==> src/rtl/crb_pkg.sv <==
// Contract
// - Readback permission is forbid, allow one, or allow unlimited.
// - A falling edge on the request pin starts a readback.
// - Request high plus two clock rises, then low, restarts at frame zero.
// - One new serial bit leaves at each rising configuration clock edge.
// - First start bit follows the first clock rise after request low by cycles.
// - Readback stream may be steered to another pin when the pad is TDO.
// - Before and during configuration the request pad drives disable; no readback.
// - After configuration options choose readback or disable; disable from any pin.
// - Readback works during user operation and never chains through devices.
// - The five outputs of each logic cell unit can be captured.
// - Capture modes: none, on entry, on internal signal, or either.
// - Data goes out true; each frame has one low start and one high stop bit.
// - No preamble or length count is sent in the readback stream.
// - After configuration disable is unused, from pad, or from routing.
// - Disable is active low before configuration; sense invertible after.
// - Active disable tri-states user outputs and pulls user inputs up.
// - Active disable tri-states done and data outputs; done input pulled up.
// - Request, reset and program inputs stay live with pull-ups under disable.
`default_nettype none
package crb_pkg;
  // Readback permission codes.
  typedef enum logic [1:0] {
    CRB_RB_FORBID,
    CRB_RB_ONCE,
    CRB_RB_UNLIMITED
  } crb_perm_t;
  // Capture mode codes.
  typedef enum logic [1:0] {
    CRB_CAP_NONE,
    CRB_CAP_ENTRY,
    CRB_CAP_SIGNAL,
    CRB_CAP_EITHER
  } crb_cap_t;
  // Output-disable source after configuration.
  typedef enum logic [1:0] {
    CRB_DIS_UNUSED,
    CRB_DIS_PAD,
    CRB_DIS_ROUTE
  } crb_dis_t;
  localparam int CRB_CELL_OUTS   = 5;
  localparam int CRB_LEAD_CYCLES = 4;
  localparam int CRB_RESTART_EDGES = 2;
  localparam logic CRB_START_BIT = 1'h0;
  localparam logic CRB_STOP_BIT  = 1'h1;
endpackage
`default_nettype wire

==> src/rtl/crb_readback.sv <==
`default_nettype none
module crb_readback #(
  parameter int NUM_CELLS   = 4,
  parameter int FRAME_BITS  = 16,
  parameter int NUM_FRAMES  = 4
) (
  input  wire logic              mclk_in,
  input  wire logic              arst_n_in,
  input  wire logic              config_clock_in,
  input  wire logic              rd_request_n_in,
  input  wire logic              configured_in,
  input  wire crb_pkg::crb_perm_t perm_in,
  input  wire crb_pkg::crb_cap_t cap_mode_in,
  input  wire crb_pkg::crb_dis_t dis_src_in,
  input  wire logic              dis_invert_in,
  input  wire logic              pad_for_readback_in,
  input  wire logic              dis_pin_in,
  input  wire logic              dis_route_in,
  input  wire logic              cap_signal_n_in,
  input  wire logic              tdo_mode_in,
  input  wire logic              tdo_data_in,
  input  wire logic [NUM_CELLS*crb_pkg::CRB_CELL_OUTS-1:0] cell_outs_in,
  input  wire logic [FRAME_BITS-1:0] frame_data_in,
  output logic [$clog2(NUM_FRAMES+1)-1:0] frame_addr_out,
  output logic                   global_output_disable_out,
  output logic                   user_oe_allow_out,
  output logic                   user_pullup_out,
  output logic                   user_pulldown_en_out,
  output logic                   done_oe_allow_out,
  output logic                   done_pullup_out,
  output logic                   ctrl_pullup_out,
  output logic                   data_pad_out,
  output logic                   data_pad_oe_out,
  output logic                   alt_pin_out,
  output logic                   alt_pin_oe_out,
  output logic                   busy_out
);
  import crb_pkg::*;

  localparam int CAPW = NUM_CELLS*CRB_CELL_OUTS;
  localparam int FW   = FRAME_BITS + 2;
  localparam int BW   = $clog2(FW+1);
  localparam int AW   = $clog2(NUM_FRAMES+1);
  localparam int LW   = $clog2(CRB_LEAD_CYCLES+1);

  typedef enum logic [1:0] {
    CRB_ST_IDLE,
    CRB_ST_LEAD,
    CRB_ST_SHIFT,
    CRB_ST_HOLD
  } crb_state_t;

  ////////////////////////////////////////////////////////////////////////////
  // Reset release and pin synchronisers.
  logic [1:0] rst_sync_reg;
  logic       rst_n;
  logic [1:0] config_clock_sync_reg;
  logic [1:0] req_sync_reg;
  logic       config_clock_d_reg;
  logic       req_d_reg;
  logic       config_clock_rise;
  logic       req_fall;

  // Reset is released through two flops.
  always_ff @(posedge mclk_in or negedge arst_n_in) begin
    if (!arst_n_in) begin
      rst_sync_reg <= 2'h0;
    end else begin
      rst_sync_reg <= {rst_sync_reg[0], 1'h1};
    end
  end
  assign rst_n = rst_sync_reg[1];

  // Configuration clock and request pin pass two flops before sequencer use; the disable path takes the raw request pin.
  always_ff @(posedge mclk_in or negedge rst_n) begin
    if (!rst_n) begin
      config_clock_sync_reg <= 2'h0;
      req_sync_reg  <= 2'h3;
      config_clock_d_reg    <= 1'h0;
      req_d_reg     <= 1'h1;
    end else begin
      config_clock_sync_reg <= {config_clock_sync_reg[0], config_clock_in};
      req_sync_reg  <= {req_sync_reg[0], rd_request_n_in};
      config_clock_d_reg    <= config_clock_sync_reg[1];
      req_d_reg     <= req_sync_reg[1];
    end
  end
  assign config_clock_rise = config_clock_sync_reg[1] & ~config_clock_d_reg;
  assign req_fall  = ~req_sync_reg[1] & req_d_reg;

  ////////////////////////////////////////////////////////////////////////////
  // Global output disable source and sense.
  logic dis_raw;
  logic dis_active;

  // Pad always drives it before and during configuration.
  always_comb begin
    dis_raw = 1'h1;
    if (!configured_in) begin
      dis_raw = rd_request_n_in;
    end else begin
      unique case (dis_src_in)
        CRB_DIS_UNUSED: dis_raw = 1'h1;
        CRB_DIS_PAD:    dis_raw = pad_for_readback_in ? dis_pin_in
                                                      : rd_request_n_in;
        CRB_DIS_ROUTE:  dis_raw = dis_route_in;
        default:        dis_raw = 1'h1;
      endcase
    end
  end
  // Active low before configuration, invertible after.
  // An unused source never disables, whatever the selected sense.
  always_comb begin
    if (configured_in && dis_src_in == CRB_DIS_UNUSED) begin
      dis_active = 1'h0;
    end else if (configured_in && dis_invert_in) begin
      dis_active = dis_raw;
    end else begin
      dis_active = ~dis_raw;
    end
  end
  assign global_output_disable_out = dis_active;

  // Pad controls while the disable is active.
  always_comb begin
    user_oe_allow_out    = ~dis_active;
    user_pullup_out      = dis_active;
    user_pulldown_en_out = ~dis_active;
    done_oe_allow_out    = ~dis_active;
    done_pullup_out      = dis_active;
    ctrl_pullup_out      = dis_active;
  end

  ////////////////////////////////////////////////////////////////////////////
  // Readback sequencer.
  crb_state_t      state_reg;
  logic [LW-1:0]   lead_reg;
  logic [BW-1:0]   bit_reg;
  logic [AW-1:0]   frame_reg;
  logic [FW-1:0]   shift_reg;
  logic            used_reg;
  logic            high_edges_reg;
  logic [1:0]      high_cnt_reg;
  logic            rb_allowed;
  logic            start_ok;
  logic            entry_pulse;
  logic            out_bit_reg;

  // Only the single device answers; no chained output exists.
  assign rb_allowed = configured_in && pad_for_readback_in
                      && (perm_in == CRB_RB_UNLIMITED
                          || (perm_in == CRB_RB_ONCE && !used_reg));
  assign start_ok    = req_fall && rb_allowed
                       && (state_reg == CRB_ST_IDLE);
  assign entry_pulse = start_ok;

  // Count clock rises while request is high to permit a restart.
  always_ff @(posedge mclk_in or negedge rst_n) begin
    if (!rst_n) begin
      high_cnt_reg <= 2'h0;
    end else if (!req_sync_reg[1]) begin
      high_cnt_reg <= 2'h0;
    end else if (config_clock_rise && high_cnt_reg != 2'(CRB_RESTART_EDGES)) begin
      high_cnt_reg <= high_cnt_reg + 2'h1;
    end
  end
  assign high_edges_reg = (high_cnt_reg == 2'(CRB_RESTART_EDGES));

  // Allow-one permission is spent once the first readback starts.
  always_ff @(posedge mclk_in or negedge rst_n) begin
    if (!rst_n) begin
      used_reg <= 1'h0;
    end else if (start_ok) begin
      used_reg <= 1'h1;
    end
  end

  // Frame sequencing on the synchronised clock rises.
  always_ff @(posedge mclk_in or negedge rst_n) begin
    if (!rst_n) begin
      state_reg <= CRB_ST_IDLE;
      lead_reg  <= '0;
      bit_reg   <= '0;
      frame_reg <= '0;
      shift_reg <= '1;
    end else begin
      unique case (state_reg)
        CRB_ST_IDLE: begin
          if (start_ok) begin
            state_reg <= CRB_ST_LEAD;
            lead_reg  <= '0;
            frame_reg <= '0;
          end
        end
        CRB_ST_LEAD: begin
          if (req_sync_reg[1]) begin
            state_reg <= CRB_ST_HOLD;
          end else if (config_clock_rise) begin
            if (lead_reg == LW'(CRB_LEAD_CYCLES - 1)) begin
              state_reg <= CRB_ST_SHIFT;
              // No preamble or length count precedes the frames.
              shift_reg <= {CRB_START_BIT, frame_data_in,
                            CRB_STOP_BIT};
              bit_reg   <= '0;
            end else begin
              lead_reg <= lead_reg + LW'(1);
            end
          end
        end
        CRB_ST_SHIFT: begin
          if (req_sync_reg[1]) begin
            state_reg <= CRB_ST_HOLD;
          end else if (config_clock_rise) begin
            if (bit_reg == BW'(FW - 1)) begin
              bit_reg <= '0;
              if (frame_reg == AW'(NUM_FRAMES - 1)) begin
                state_reg <= CRB_ST_HOLD;
                shift_reg <= '1;
              end else begin
                frame_reg <= frame_reg + AW'(1);
                shift_reg <= {CRB_START_BIT, frame_data_in, CRB_STOP_BIT};
              end
            end else begin
              bit_reg   <= bit_reg + BW'(1);
              shift_reg <= {shift_reg[FW-2:0], 1'h1};
            end
          end
        end
        CRB_ST_HOLD: begin
          // Restart needs request high for two clock rises.
          if (high_edges_reg) begin
            state_reg <= CRB_ST_IDLE;
          end
        end
      endcase
    end
  end
  assign frame_addr_out = (state_reg == CRB_ST_SHIFT && bit_reg == BW'(FW - 1))
                          ? frame_reg + AW'(1) : frame_reg;
  assign busy_out = (state_reg == CRB_ST_LEAD) || (state_reg == CRB_ST_SHIFT);

  // Serial bit registered, sent non-inverted.
  always_ff @(posedge mclk_in or negedge rst_n) begin
    if (!rst_n) begin
      out_bit_reg <= 1'h1;
    end else begin
      out_bit_reg <= (state_reg == CRB_ST_SHIFT) ? shift_reg[FW-1]
                                                 : 1'h1;
    end
  end

  ////////////////////////////////////////////////////////////////////////////
  // Capture memory for logic cell unit outputs.
  logic [CAPW-1:0] cap_reg;
  logic            cap_write;

  // Signal capture writes continuously while the signal sits at zero.
  always_comb begin
    unique case (cap_mode_in)
      CRB_CAP_NONE:   cap_write = 1'h0;
      CRB_CAP_ENTRY:  cap_write = entry_pulse;
      CRB_CAP_SIGNAL: cap_write = ~cap_signal_n_in;
      CRB_CAP_EITHER: cap_write = entry_pulse | ~cap_signal_n_in;
      default:        cap_write = 1'h0;
    endcase
  end

  genvar gi;
  generate
    for (gi = 0; gi < NUM_CELLS; gi++) begin : g_cap
      // Each logic cell unit stores its five outputs together.
      always_ff @(posedge mclk_in or negedge rst_n) begin
        if (!rst_n) begin
          cap_reg[gi*CRB_CELL_OUTS +: CRB_CELL_OUTS] <= '0;
        end else if (cap_write) begin
          cap_reg[gi*CRB_CELL_OUTS +: CRB_CELL_OUTS] <=
            cell_outs_in[gi*CRB_CELL_OUTS +: CRB_CELL_OUTS];
        end
      end
    end
  endgenerate

  // Capture memory reduced to one parity bit, used only by the capture cover.
  logic cap_bit;
  assign cap_bit = ^cap_reg;

  ////////////////////////////////////////////////////////////////////////////
  // Pad routing for the data stream.
  // Shared pad carries the stream unless it serves as TDO.
  always_comb begin
    data_pad_out    = tdo_mode_in ? tdo_data_in : out_bit_reg;
    data_pad_oe_out = ~dis_active;
    alt_pin_out     = out_bit_reg;
    alt_pin_oe_out  = tdo_mode_in & ~dis_active;
  end

  ////////////////////////////////////////////////////////////////////////////
  // Checks.
  a_disable_pre_cfg: assert property (@(posedge mclk_in) disable iff (!rst_n)
    !configured_in |-> global_output_disable_out == !rd_request_n_in)
    else $error("disable not from pad before configuration");
  a_no_rb_precfg: assert property (@(posedge mclk_in) disable iff (!rst_n)
    !configured_in |-> !start_ok)
    else $error("readback started before configuration");
  a_forbid_perm: assert property (@(posedge mclk_in) disable iff (!rst_n)
    perm_in == CRB_RB_FORBID |-> !start_ok)
    else $error("readback started while forbidden");
  a_once_perm: assert property (@(posedge mclk_in) disable iff (!rst_n)
    (perm_in == CRB_RB_ONCE && used_reg) |-> !start_ok)
    else $error("second readback under allow-one");
  a_lead_start: assert property (@(posedge mclk_in) disable iff (!rst_n)
    (state_reg == CRB_ST_LEAD && $past(state_reg) == CRB_ST_IDLE)
      |-> frame_reg == '0)
    else $error("readback did not restart at frame zero");
  a_start_bit: assert property (@(posedge mclk_in) disable iff (!rst_n)
    (state_reg == CRB_ST_SHIFT && $past(state_reg) == CRB_ST_LEAD)
      |=> out_bit_reg == CRB_START_BIT)
    else $error("frame did not open with a low start bit");
  a_idle_high: assert property (@(posedge mclk_in) disable iff (!rst_n)
    $past(state_reg) != CRB_ST_SHIFT |-> out_bit_reg)
    else $error("stream not high outside frames");
  a_shift_edge: assert property (@(posedge mclk_in) disable iff (!rst_n)
    (state_reg == CRB_ST_SHIFT && !config_clock_rise && !req_sync_reg[1])
      |=> $stable(shift_reg))
    else $error("stream moved without a clock rise");
  a_tristate_out: assert property (@(posedge mclk_in) disable iff (!rst_n)
    global_output_disable_out |-> !user_oe_allow_out && !data_pad_oe_out
      && !done_oe_allow_out && ctrl_pullup_out)
    else $error("pads not released under disable");
  a_req_abort: assert property (@(posedge mclk_in) disable iff (!rst_n)
    (busy_out && req_sync_reg[1]) |=> state_reg == CRB_ST_HOLD)
    else $error("readback continued with request high");
  c_start: cover property (@(posedge mclk_in) disable iff (!rst_n) start_ok);
  c_frame: cover property (@(posedge mclk_in) disable iff (!rst_n)
    state_reg == CRB_ST_SHIFT && frame_reg == AW'(1));
  c_capture: cover property (@(posedge mclk_in) disable iff (!rst_n)
    cap_write && cap_bit);
  c_restart: cover property (@(posedge mclk_in) disable iff (!rst_n)
    state_reg == CRB_ST_HOLD ##1 state_reg == CRB_ST_IDLE);
endmodule
`default_nettype wire

==> config.mk <==
export PLATFORM = sky130hd
export DESIGN_NAME = crb_readback
export DESIGN_NICKNAME = d
export VERILOG_FILES = /design/src/rtl/crb_pkg.sv /design/src/rtl/crb_readback.sv
export SDC_FILE = /design/constraint.sdc
export NUM_CORES = 1
export LEC_CHECK = 0
export BUFFER_PORTS_ARGS = -buffer_cell sky130_fd_sc_hd__buf_2
export CAP_MARGIN = 10
export CORE_ASPECT_RATIO = 0.75
export CORE_MARGIN = 2
export CORE_UTILIZATION = 57
export CTS_BUF_LIST = sky130_fd_sc_hd__clkbuf_2 sky130_fd_sc_hd__clkbuf_4 sky130_fd_sc_hd__clkbuf_8
export DETAILED_ROUTE_END_ITERATION = 8
export PLACE_DENSITY = 0.88
export SLEW_MARGIN = 20
export SYNTH_ARGS = -nofsm -noshare
export SYNTH_HDL_FRONTEND = slang
export SYNTH_SLANG_ARGS = --single-unit
==> constraint.sdc <==
create_clock -name mclk_in -period 2.5 [get_ports mclk_in]
set_input_delay 0 -clock mclk_in [delete_from_list [all_inputs] [get_ports mclk_in]]
set_output_delay 0 -clock mclk_in [all_outputs]
set_load 0.02 [all_outputs]
==> results of run 1 <==
-- synthesized netlist by cell type, drive strengths merged (2+ instances only) --
master | n | area, µm²
inv | 13 | 48.80
nand2b | 8 | 50.05
nor2b | 2 | 12.51
or3 | 2 | 17.52
nand3 | 5 | 30.03
dfrtp | 21 | 525.5
ha | 15 | 187.7
nor2 | 6 | 22.52
mux2 | 7 | 82.57
nand3b | 2 | 15.01
xnor2 | 2 | 17.52
mux2i | 5 | 50.05
nand2 | 33 | 126.4
clkbuf | 6 | 22.52
buf | 8 | 53.79
a21oi | 10 | 50.05
dfstp | 21 | 551.8
o22ai | 11 | 68.82
o21ai | 32 | 160.2
-- cell families (layout without fill, tap and decap cells) --
logic type | count (synthesis) | count (layout)
and+or+nand+nor | 67 | 67
AOI/OAI and AO/OA | 62 | 62
DFF | 42 | 42
buffers and inverters | 27 | 85
adders and majority gates | 15 | 15
muxes | 12 | 12
xor gates and xnor gates | 3 | 3
other | 1 | 1
-- per-layer routing --
layer / part of all wire (%) / vias up / GRT usage, %
met5: 0 / - / 0
met4: 2.0 / 0 / 10.39
met3: 4.6 / 9 / 3.374
met2: 47 / 53 / 36.34
met1: 47 / 858 / 27.05
li1: - / 903 / -
-- worst register-to-register path, stage by stage (launching register included) --
cell     delay (ps)
dfrtp_1         400
inv_1           140
ha_1            370
buf_4           220
nand2_1         210
or2_2           410
o21ai_0         210
-- cell type report --
| type | instances | area [µm²] | share of cell area [%] |
|---|---|---|---|
| inverters | 13 | 48.80 | 1.758 |
| well taps | 52 | 65.06 | 2.344 |
| repair buffers | 64 | 412.9 | 14.88 |
| multi-input cells | 160 | 1057 | 38.10 |
| flip-flops and latches | 42 | 1077 | 38.82 |
| clock buffers | 6 | 76.32 | 2.750 |
| clock inverters | 2 | 37.54 | 1.353 |
-- stage by stage --
| step | area [µm²] | total power [mW] | utilization, % | instances |
|---|---|---|---|---|
| floorplan | 2260 | 1.885 | - | 229 |
| global placement | 2531 | 2.101 | 67.82 | 318 |
| global route | 2775 | 2.899 | 74.35 | 339 |
| finish | 2775 | 2.702 | 74.35 | 339 |
| CTS | 2775 | 2.707 | 74.35 | 339 |
| detailed placement | 2531 | 2.158 | 67.82 | 318 |
-- worst min-delay path by stage --
stage	from	to	cells past startpoint
floorplan	arst_n_in	rst_sync_reg[0]$_DFF_PN0_	0
global placement	arst_n_in	rst_sync_reg[0]$_DFF_PN0_	1
detailed placement	arst_n_in	rst_sync_reg[1]$_DFF_PN0_	1
CTS	arst_n_in	rst_sync_reg[0]$_DFF_PN0_	2
global route	arst_n_in	rst_sync_reg[0]$_DFF_PN0_	2
finish	arst_n_in	rst_sync_reg[0]$_DFF_PN0_	2
-- repair_timing --
| item | 4_1_cts | 5_1_grt |
|---|---|---|
| endpoints found under the hold margin | 14 | 0 |
| buffers inserted | 0 | 0 |
| resized for setup | 0 | 0 |
| hold buffers | 13 | 0 |
-- power by group through the flow --
| stage | Combinational (mW) | Sequential [mW] | Clock (mW) |
|---|---|---|---|
| floorplan | 0.753 | 1.13 | 0 |
| global placement | 0.956 | 1.14 | 0 |
| detailed placement | 0.999 | 1.16 | 0 |
| CTS | 1.02 | 1.15 | 0.541 |
| global route | 1.15 | 1.18 | 0.570 |
| finish | 1.02 | 1.15 | 0.531 |
==> flow_summary.json, run 1 <==
{
  "drive_gt1_share_pct": 33.10,
  "internal_power_mw": 1.761,
  "row_count": 19,
  "p_switching_mw": 0.9410,
  "fin_nets": 355,
  "clock_skew_ps": 3.720,
  "grt_max_degree": 27,
  "synthSimpleGateAreaFrac_pct": 15.45,
  "critPathTopFamily": "simple AND/OR/NAND/NOR gates",
  "final_cell_mix": "buf_2 (45), nand2_1 (32), o21ai_0 (32), dfstp_2 (21), dfrtp_1 (21)",
  "cts_tree": "done",
  "r2r-end": "bit_reg[2]$_DFFE_PN0P_",
  "antenna_found_initial": 0,
  "hpwl_um": 3213,
  "synthAdderAreaFrac_pct": 8.306,
  "pre_cts_slack_ps": 526.5,
  "dieArea_um2": 4489,
  "synth_top_family_by_area": "compound AO/OA/AOI/OAI gates",
  "postRouteAntennaNets": 0,
  "critPathMaxFanout": 10,
  "cts.sinks": 42,
  "port_buffers": 45,
  "slew_viol_final": 0,
  "pwr-share-clk_pct": 19.7,
  "clk_path_buf_depth": 2,
  "vdd_ir_drop_max_mv": 0.6610,
  "synth_cells": 229,
  "clk_pin_slew_worst_paths_ps": 80,
  "worst-r2r-cell-count": 6,
  "die_w_um": 76.71,
  "maxCapViolations": 0,
  "clock_latency_ps": 290,
  "fillers": 268,
  "synth_area_um2": 2260,
  "crit_chain": "inv_1 -> ha_1 -> buf_4 -> nand2_1 -> or2_2 -> o21ai_0",
  "post-route-min-period_ps": 2040,
  "avgViaCountPerCell": 5.378,
  "ys_ff_latch": 42,
  "ys_warn_count": 0,
  "status": "completed",
  "reg2reg_slack_ps": 460,
  "critPathBufInv": 2,
  "synth_cell_types": 45,
  "drt_iter0_drc": 141,
  "routabilityCongestion": 0.8214,
  "comb_power_share_pct": 37.8,
  "fmax_mhz": 490.1,
  "grt_pass1_vias": 1718,
  "cellLeakagePower_nw": 1.320,
  "cpPeakStageDelay_ps": 410,
  "worst_pin_slew_ps": 628.4,
  "wl_per_cell_um": 12.97,
  "rsz0062_at_grt": "false",
  "layout_commonest_cell": "buf_2",
  "setup_violations": 0,
  "largest_reg_flops": 17,
  "root_buffer": "clkbuf_8",
  "timing.rr.start": "state_reg[0]$_DFFE_PN0P_",
  "avgSynthCellArea_um2": 9.868,
  "period_share_pct": 81.61,
  "critPathRequiredTime_ps": 2700,
  "dr_total_vias": 1823,
  "hold_ws_ps": 24.60,
  "synth_edf_count": 0,
  "synth_nets": 298,
  "critPathLaunchType": "flip-flop",
  "power_frac_seq_pct": 42.6,
  "slew_headroom_pct": 58.10,
  "drt-total-wl_um": 4397,
  "fp.coreArea_um2": 3732,
  "layout_setup_ws_ps": 459.7,
  "chipHeight_um": 58.53,
  "async_flop_share_pct": 100.0,
  "slowest_stage": "or2_2",
  "min_path_type": "input port to asynchronous set/reset pin",
  "swShare_pct": 34.83,
  "firstDrtPassIters": 4,
  "overflow": 0,
  "arrival_ps": 2240,
  "ys.flop_type": "dfstp_2",
  "route.detailed.drc": 0,
  "cp-end-kind": "flip-flop",
  "ios": 69,
  "yosysSeqAreaShare_pct": 47.67,
  "grt_first_pass_wirelength_um": 7465,
  "cp.depth": 6,
  "synth_compound_area_share_pct": 15.84,
  "crit_start": "state_reg[0]$_DFFE_PN0P_",
  "grt_usage_pct": 21.26,
  "fin_tns_setup_ps": 0,
  "cts_buffers": 5,
  "antenna_cells": 0,
  "synth.area.mux_share_pct": 5.869,
  "synth_xor_area_share_pct": 1.163,
  "area_growth_syn_to_layout_pct": 22.81,
  "crit_path_end": "bit_reg[2]$_DFFE_PN0P_",
  "floorplan.initialDensity_pct": 60.54,
  "cts_max_level": 2,
  "hold_violations": 0,
  "criticalPathCategory": "flip-flop to flip-flop",
  "powerDensity_nw_per_um2": 973.5
}
No activity file was read; power rests on OpenSTA's default activity.
==> run 2: changes to the inputs <==
- ABC_AREA: unset -> 1
- CORE_UTILIZATION: 57 -> 48
- PLACE_DENSITY: 0.88 -> 0.79
- clock period: 2.5 -> 1.7 ns (I/O delays scaled with it)
==> flow_summary.json, run 2 <==
{
  "status": "completed",
  "floorplan.initialDensity_pct": 49.06,
  "avgViaCountPerCell": 5.100,
  "cts_max_level": 2,
  "arrival_ps": 1870,
  "swShare_pct": 38.99,
  "yosysMostFrequentCell": "nand2_1",
  "multi_input_area_um2": 1137,
  "post-route-min-period_ps": 1637,
  "hpwl_um": 3714,
  "criticalPathCategory": "flip-flop to flip-flop",
  "final_cell_mix": "nand2_1 (74), buf_2 (44), inv_1 (27)",
  "setup_violations": 0,
  "critPathLaunchType": "flip-flop",
  "overflow": 0,
  "synth_edf_count": 0,
  "slew_viol_final": 0,
  "synth_nets": 349,
  "ys.flop_type": "dfstp_2",
  "postRouteAntennaNets": 0,
  "firstDrtPassIters": 4,
  "hold_ws_ps": 13.99,
  "dieArea_um2": 5477,
  "ys_ff_latch": 42,
  "port_buffers": 45,
  "cts_tree": "done",
  "drt-total-wl_um": 5596,
  "synth.area.mux_share_pct": 0,
  "chipHeight_um": 64.60,
  "maxCapViolations": 0,
  "comb_power_share_pct": 43.5,
  "hold_violations": 0,
  "routabilityCongestion": 0.7996,
  "grt_first_pass_wirelength_um": 9059,
  "internal_power_mw": 2.587,
  "area_growth_syn_to_layout_pct": 30.88,
  "antenna_cells": 0,
  "dr_total_vias": 2137,
  "ys_warn_count": 0,
  "ff_latch_area_um2": 1080,
  "cellLeakagePower_nw": 1.528,
  "dpl-instance-area_um2": 2660,
  "grt_max_degree": 29,
  "grt_usage_pct": 21.07,
  "synth_compound_area_share_pct": 11.50,
  "crit_chain": "inv_2 -> ha_4 -> nand2_2 -> inv_2 -> nand2_4 -> nand2_8 -> clkinvlp_4 -> nor2_4 -> nand2_1 -> nand3_1",
  "largest_reg_flops": 17,
  "clock_skew_ps": 2.611,
  "fillers": 386,
  "fin_tns_setup_ps": 0,
  "critPathRequiredTime_ps": 1930,
  "drt_iter0_drc": 179,
  "cp-end-kind": "flip-flop",
  "synth_common_cells": "nand2_1 (77), inv_1 (33), o21ai_0 (26)",
  "synthAdderAreaFrac_pct": 7.987,
  "yosys.area.top_type_share_pct": 23.48,
  "powerDensity_nw_per_um2": 1379,
  "synthSimpleGateAreaFrac_pct": 24.55,
  "synth_cells": 280,
  "yosysSeqAreaShare_pct": 45.85,
  "drive_gt1_share_pct": 35.10,
  "async_flop_share_pct": 100.0,
  "clk_path_buf_depth": 2,
  "avgSynthCellArea_um2": 8.392,
  "fmax_mhz": 610.7,
  "critPathBufInv": 3,
  "critPathTopFamily": "simple AND/OR/NAND/NOR gates",
  "rsz0062_at_grt": "true",
  "ios": 69,
  "fin_nets": 427,
  "power_frac_seq_pct": 40.7,
  "total_power_mw": 4.241,
  "synth_top_family_by_area": "simple AND/OR/NAND/NOR gates",
  "antenna_found_initial": 0,
  "synth_xor_area_share_pct": 0.3727,
  "clock_latency_ps": 290,
  "wl_per_cell_um": 13.36,
  "clk_pin_slew_worst_paths_ps": 80,
  "pwr-share-clk_pct": 15.8,
  "period_share_pct": 96.32,
  "synth_area_um2": 2350,
  "root_buffer": "clkbuf_8",
  "fin_area_um2": 3075,
  "cts_buffers": 5,
  "row_count": 22,
  "grt_pass1_vias": 2031,
  "cp_common_cell": "inv_2",
  "synth_top_area_cell": "dfstp_2",
  "die_w_um": 84.79,
  "p_switching_mw": 1.654,
  "utilization_pct": 64.21,
  "min_path_type": "input port to flip-flop",
  "critPathMaxFanout": 8,
  "route.detailed.drc": 0,
  "fp.coreArea_um2": 4790,
  "synth_cell_types": 30,
  "synth_area_leaders": "dfstp_2 (23%), dfrtp_1 (22%), nand2_1 (12%), ha_1 (8.0%), o21ai_0 (5.5%)",
  "layout_commonest_cell": "nand2_1",
  "cts.sinks": 42,
  "vdd_ir_drop_max_mv": 0.8564,
  "slowest_stage": "dfrtp_1",
  "cpPeakStageDelay_ps": 420
}
[run 2: path summary, 6_finish.rpt]
check,from,end,slack (ps),depth (start not counted)
max reg2reg,bit_reg[1]$_DFFE_PN0P_,shift_reg[6]$_DFFE_PN1P_,60,10
min in group asynchronous,arst_n_in,rst_sync_reg[0]$_DFF_PN0_,40,2
min reg2reg,rst_sync_reg[1]$_DFF_PN0_,config_clock_sync_reg[1]$_DFF_PN0_,200,1
min,frame_data_in[1],shift_reg[2]$_DFFE_PN1P_,10,3
max in group asynchronous,rst_sync_reg[1]$_DFF_PN0_,shift_reg[17]$_DFFE_PN1P_,1110,1
max,bit_reg[1]$_DFFE_PN0P_,shift_reg[6]$_DFFE_PN1P_,60,10
[run 2: metal layers]
metal / GRT usage (%) / up-vias / part of all wire (%)
met5: 0 / - / 0
met4: 6.944 / 0 / 2.0
met3: 4.076 / 12 / 4.8
met2: 34.35 / 77 / 49
met1: 28.47 / 996 / 44
li1: - / 1052 / -
[run 2: timing repair]
action | in CTS | in global routing
cloned | 0 | 1
hold buffers | 17 | 0
gates resized for setup | 4 | 29
endpoints found under the hold margin | 18 | 0
setup buffers | 0 | 6
endpoints found under the setup margin | 2 | 27
pin swaps | 0 | 8
[run 2: layout make-up]
class,instances,area share (%)
Sequential cell,42,35.11
Clock buffer,6,2.685
Inverter,34,4.353
Timing Repair Buffer,82,18.06
Multi-Input combinational cell,193,36.98
Tap cell,60,2.441
Clock inverter,2,0.3662
[run 2: per-stage QoR]
| step | setup slack (ps) | std cells |
|---|---|---|
| 3_5_place_dp | 29.91 | 387 |
| 5_1_grt | -60.75 | 419 |
| 2_1_floorplan | 90.60 | 280 |
| 3_3_place_gp | 107.1 | 387 |
| 4_1_cts | 14.47 | 412 |
| 6_report | 62.61 | 419 |
[run 2: logic make-up after synthesis]
| logic type | Yosys count |
|---|---|
| DFF | 42 |
| adders and majority gates | 15 |
| and+or+nand+nor | 127 |
| xor gates and xnor gates | 1 |
| other | 1 |
| buffers and inverters | 46 |
| AOI/OAI and AO/OA | 48 |
[run 2: tightest hold or removal path, stage by stage]
cell     delay [ps]
buf_2            80
a21oi_1          70
a21oi_2         110
[run 2: power groups by stage]
stage | clock network (mW) | logic, mW | registers [mW]
floorplan | 0 | 1.11 | 1.68
global placement | 0 | 1.47 | 1.69
detailed placement | 0 | 1.53 | 1.70
CTS | 0.685 | 1.59 | 1.69
global route | 0.730 | 2.06 | 1.76
finish | 0.672 | 1.85 | 1.72
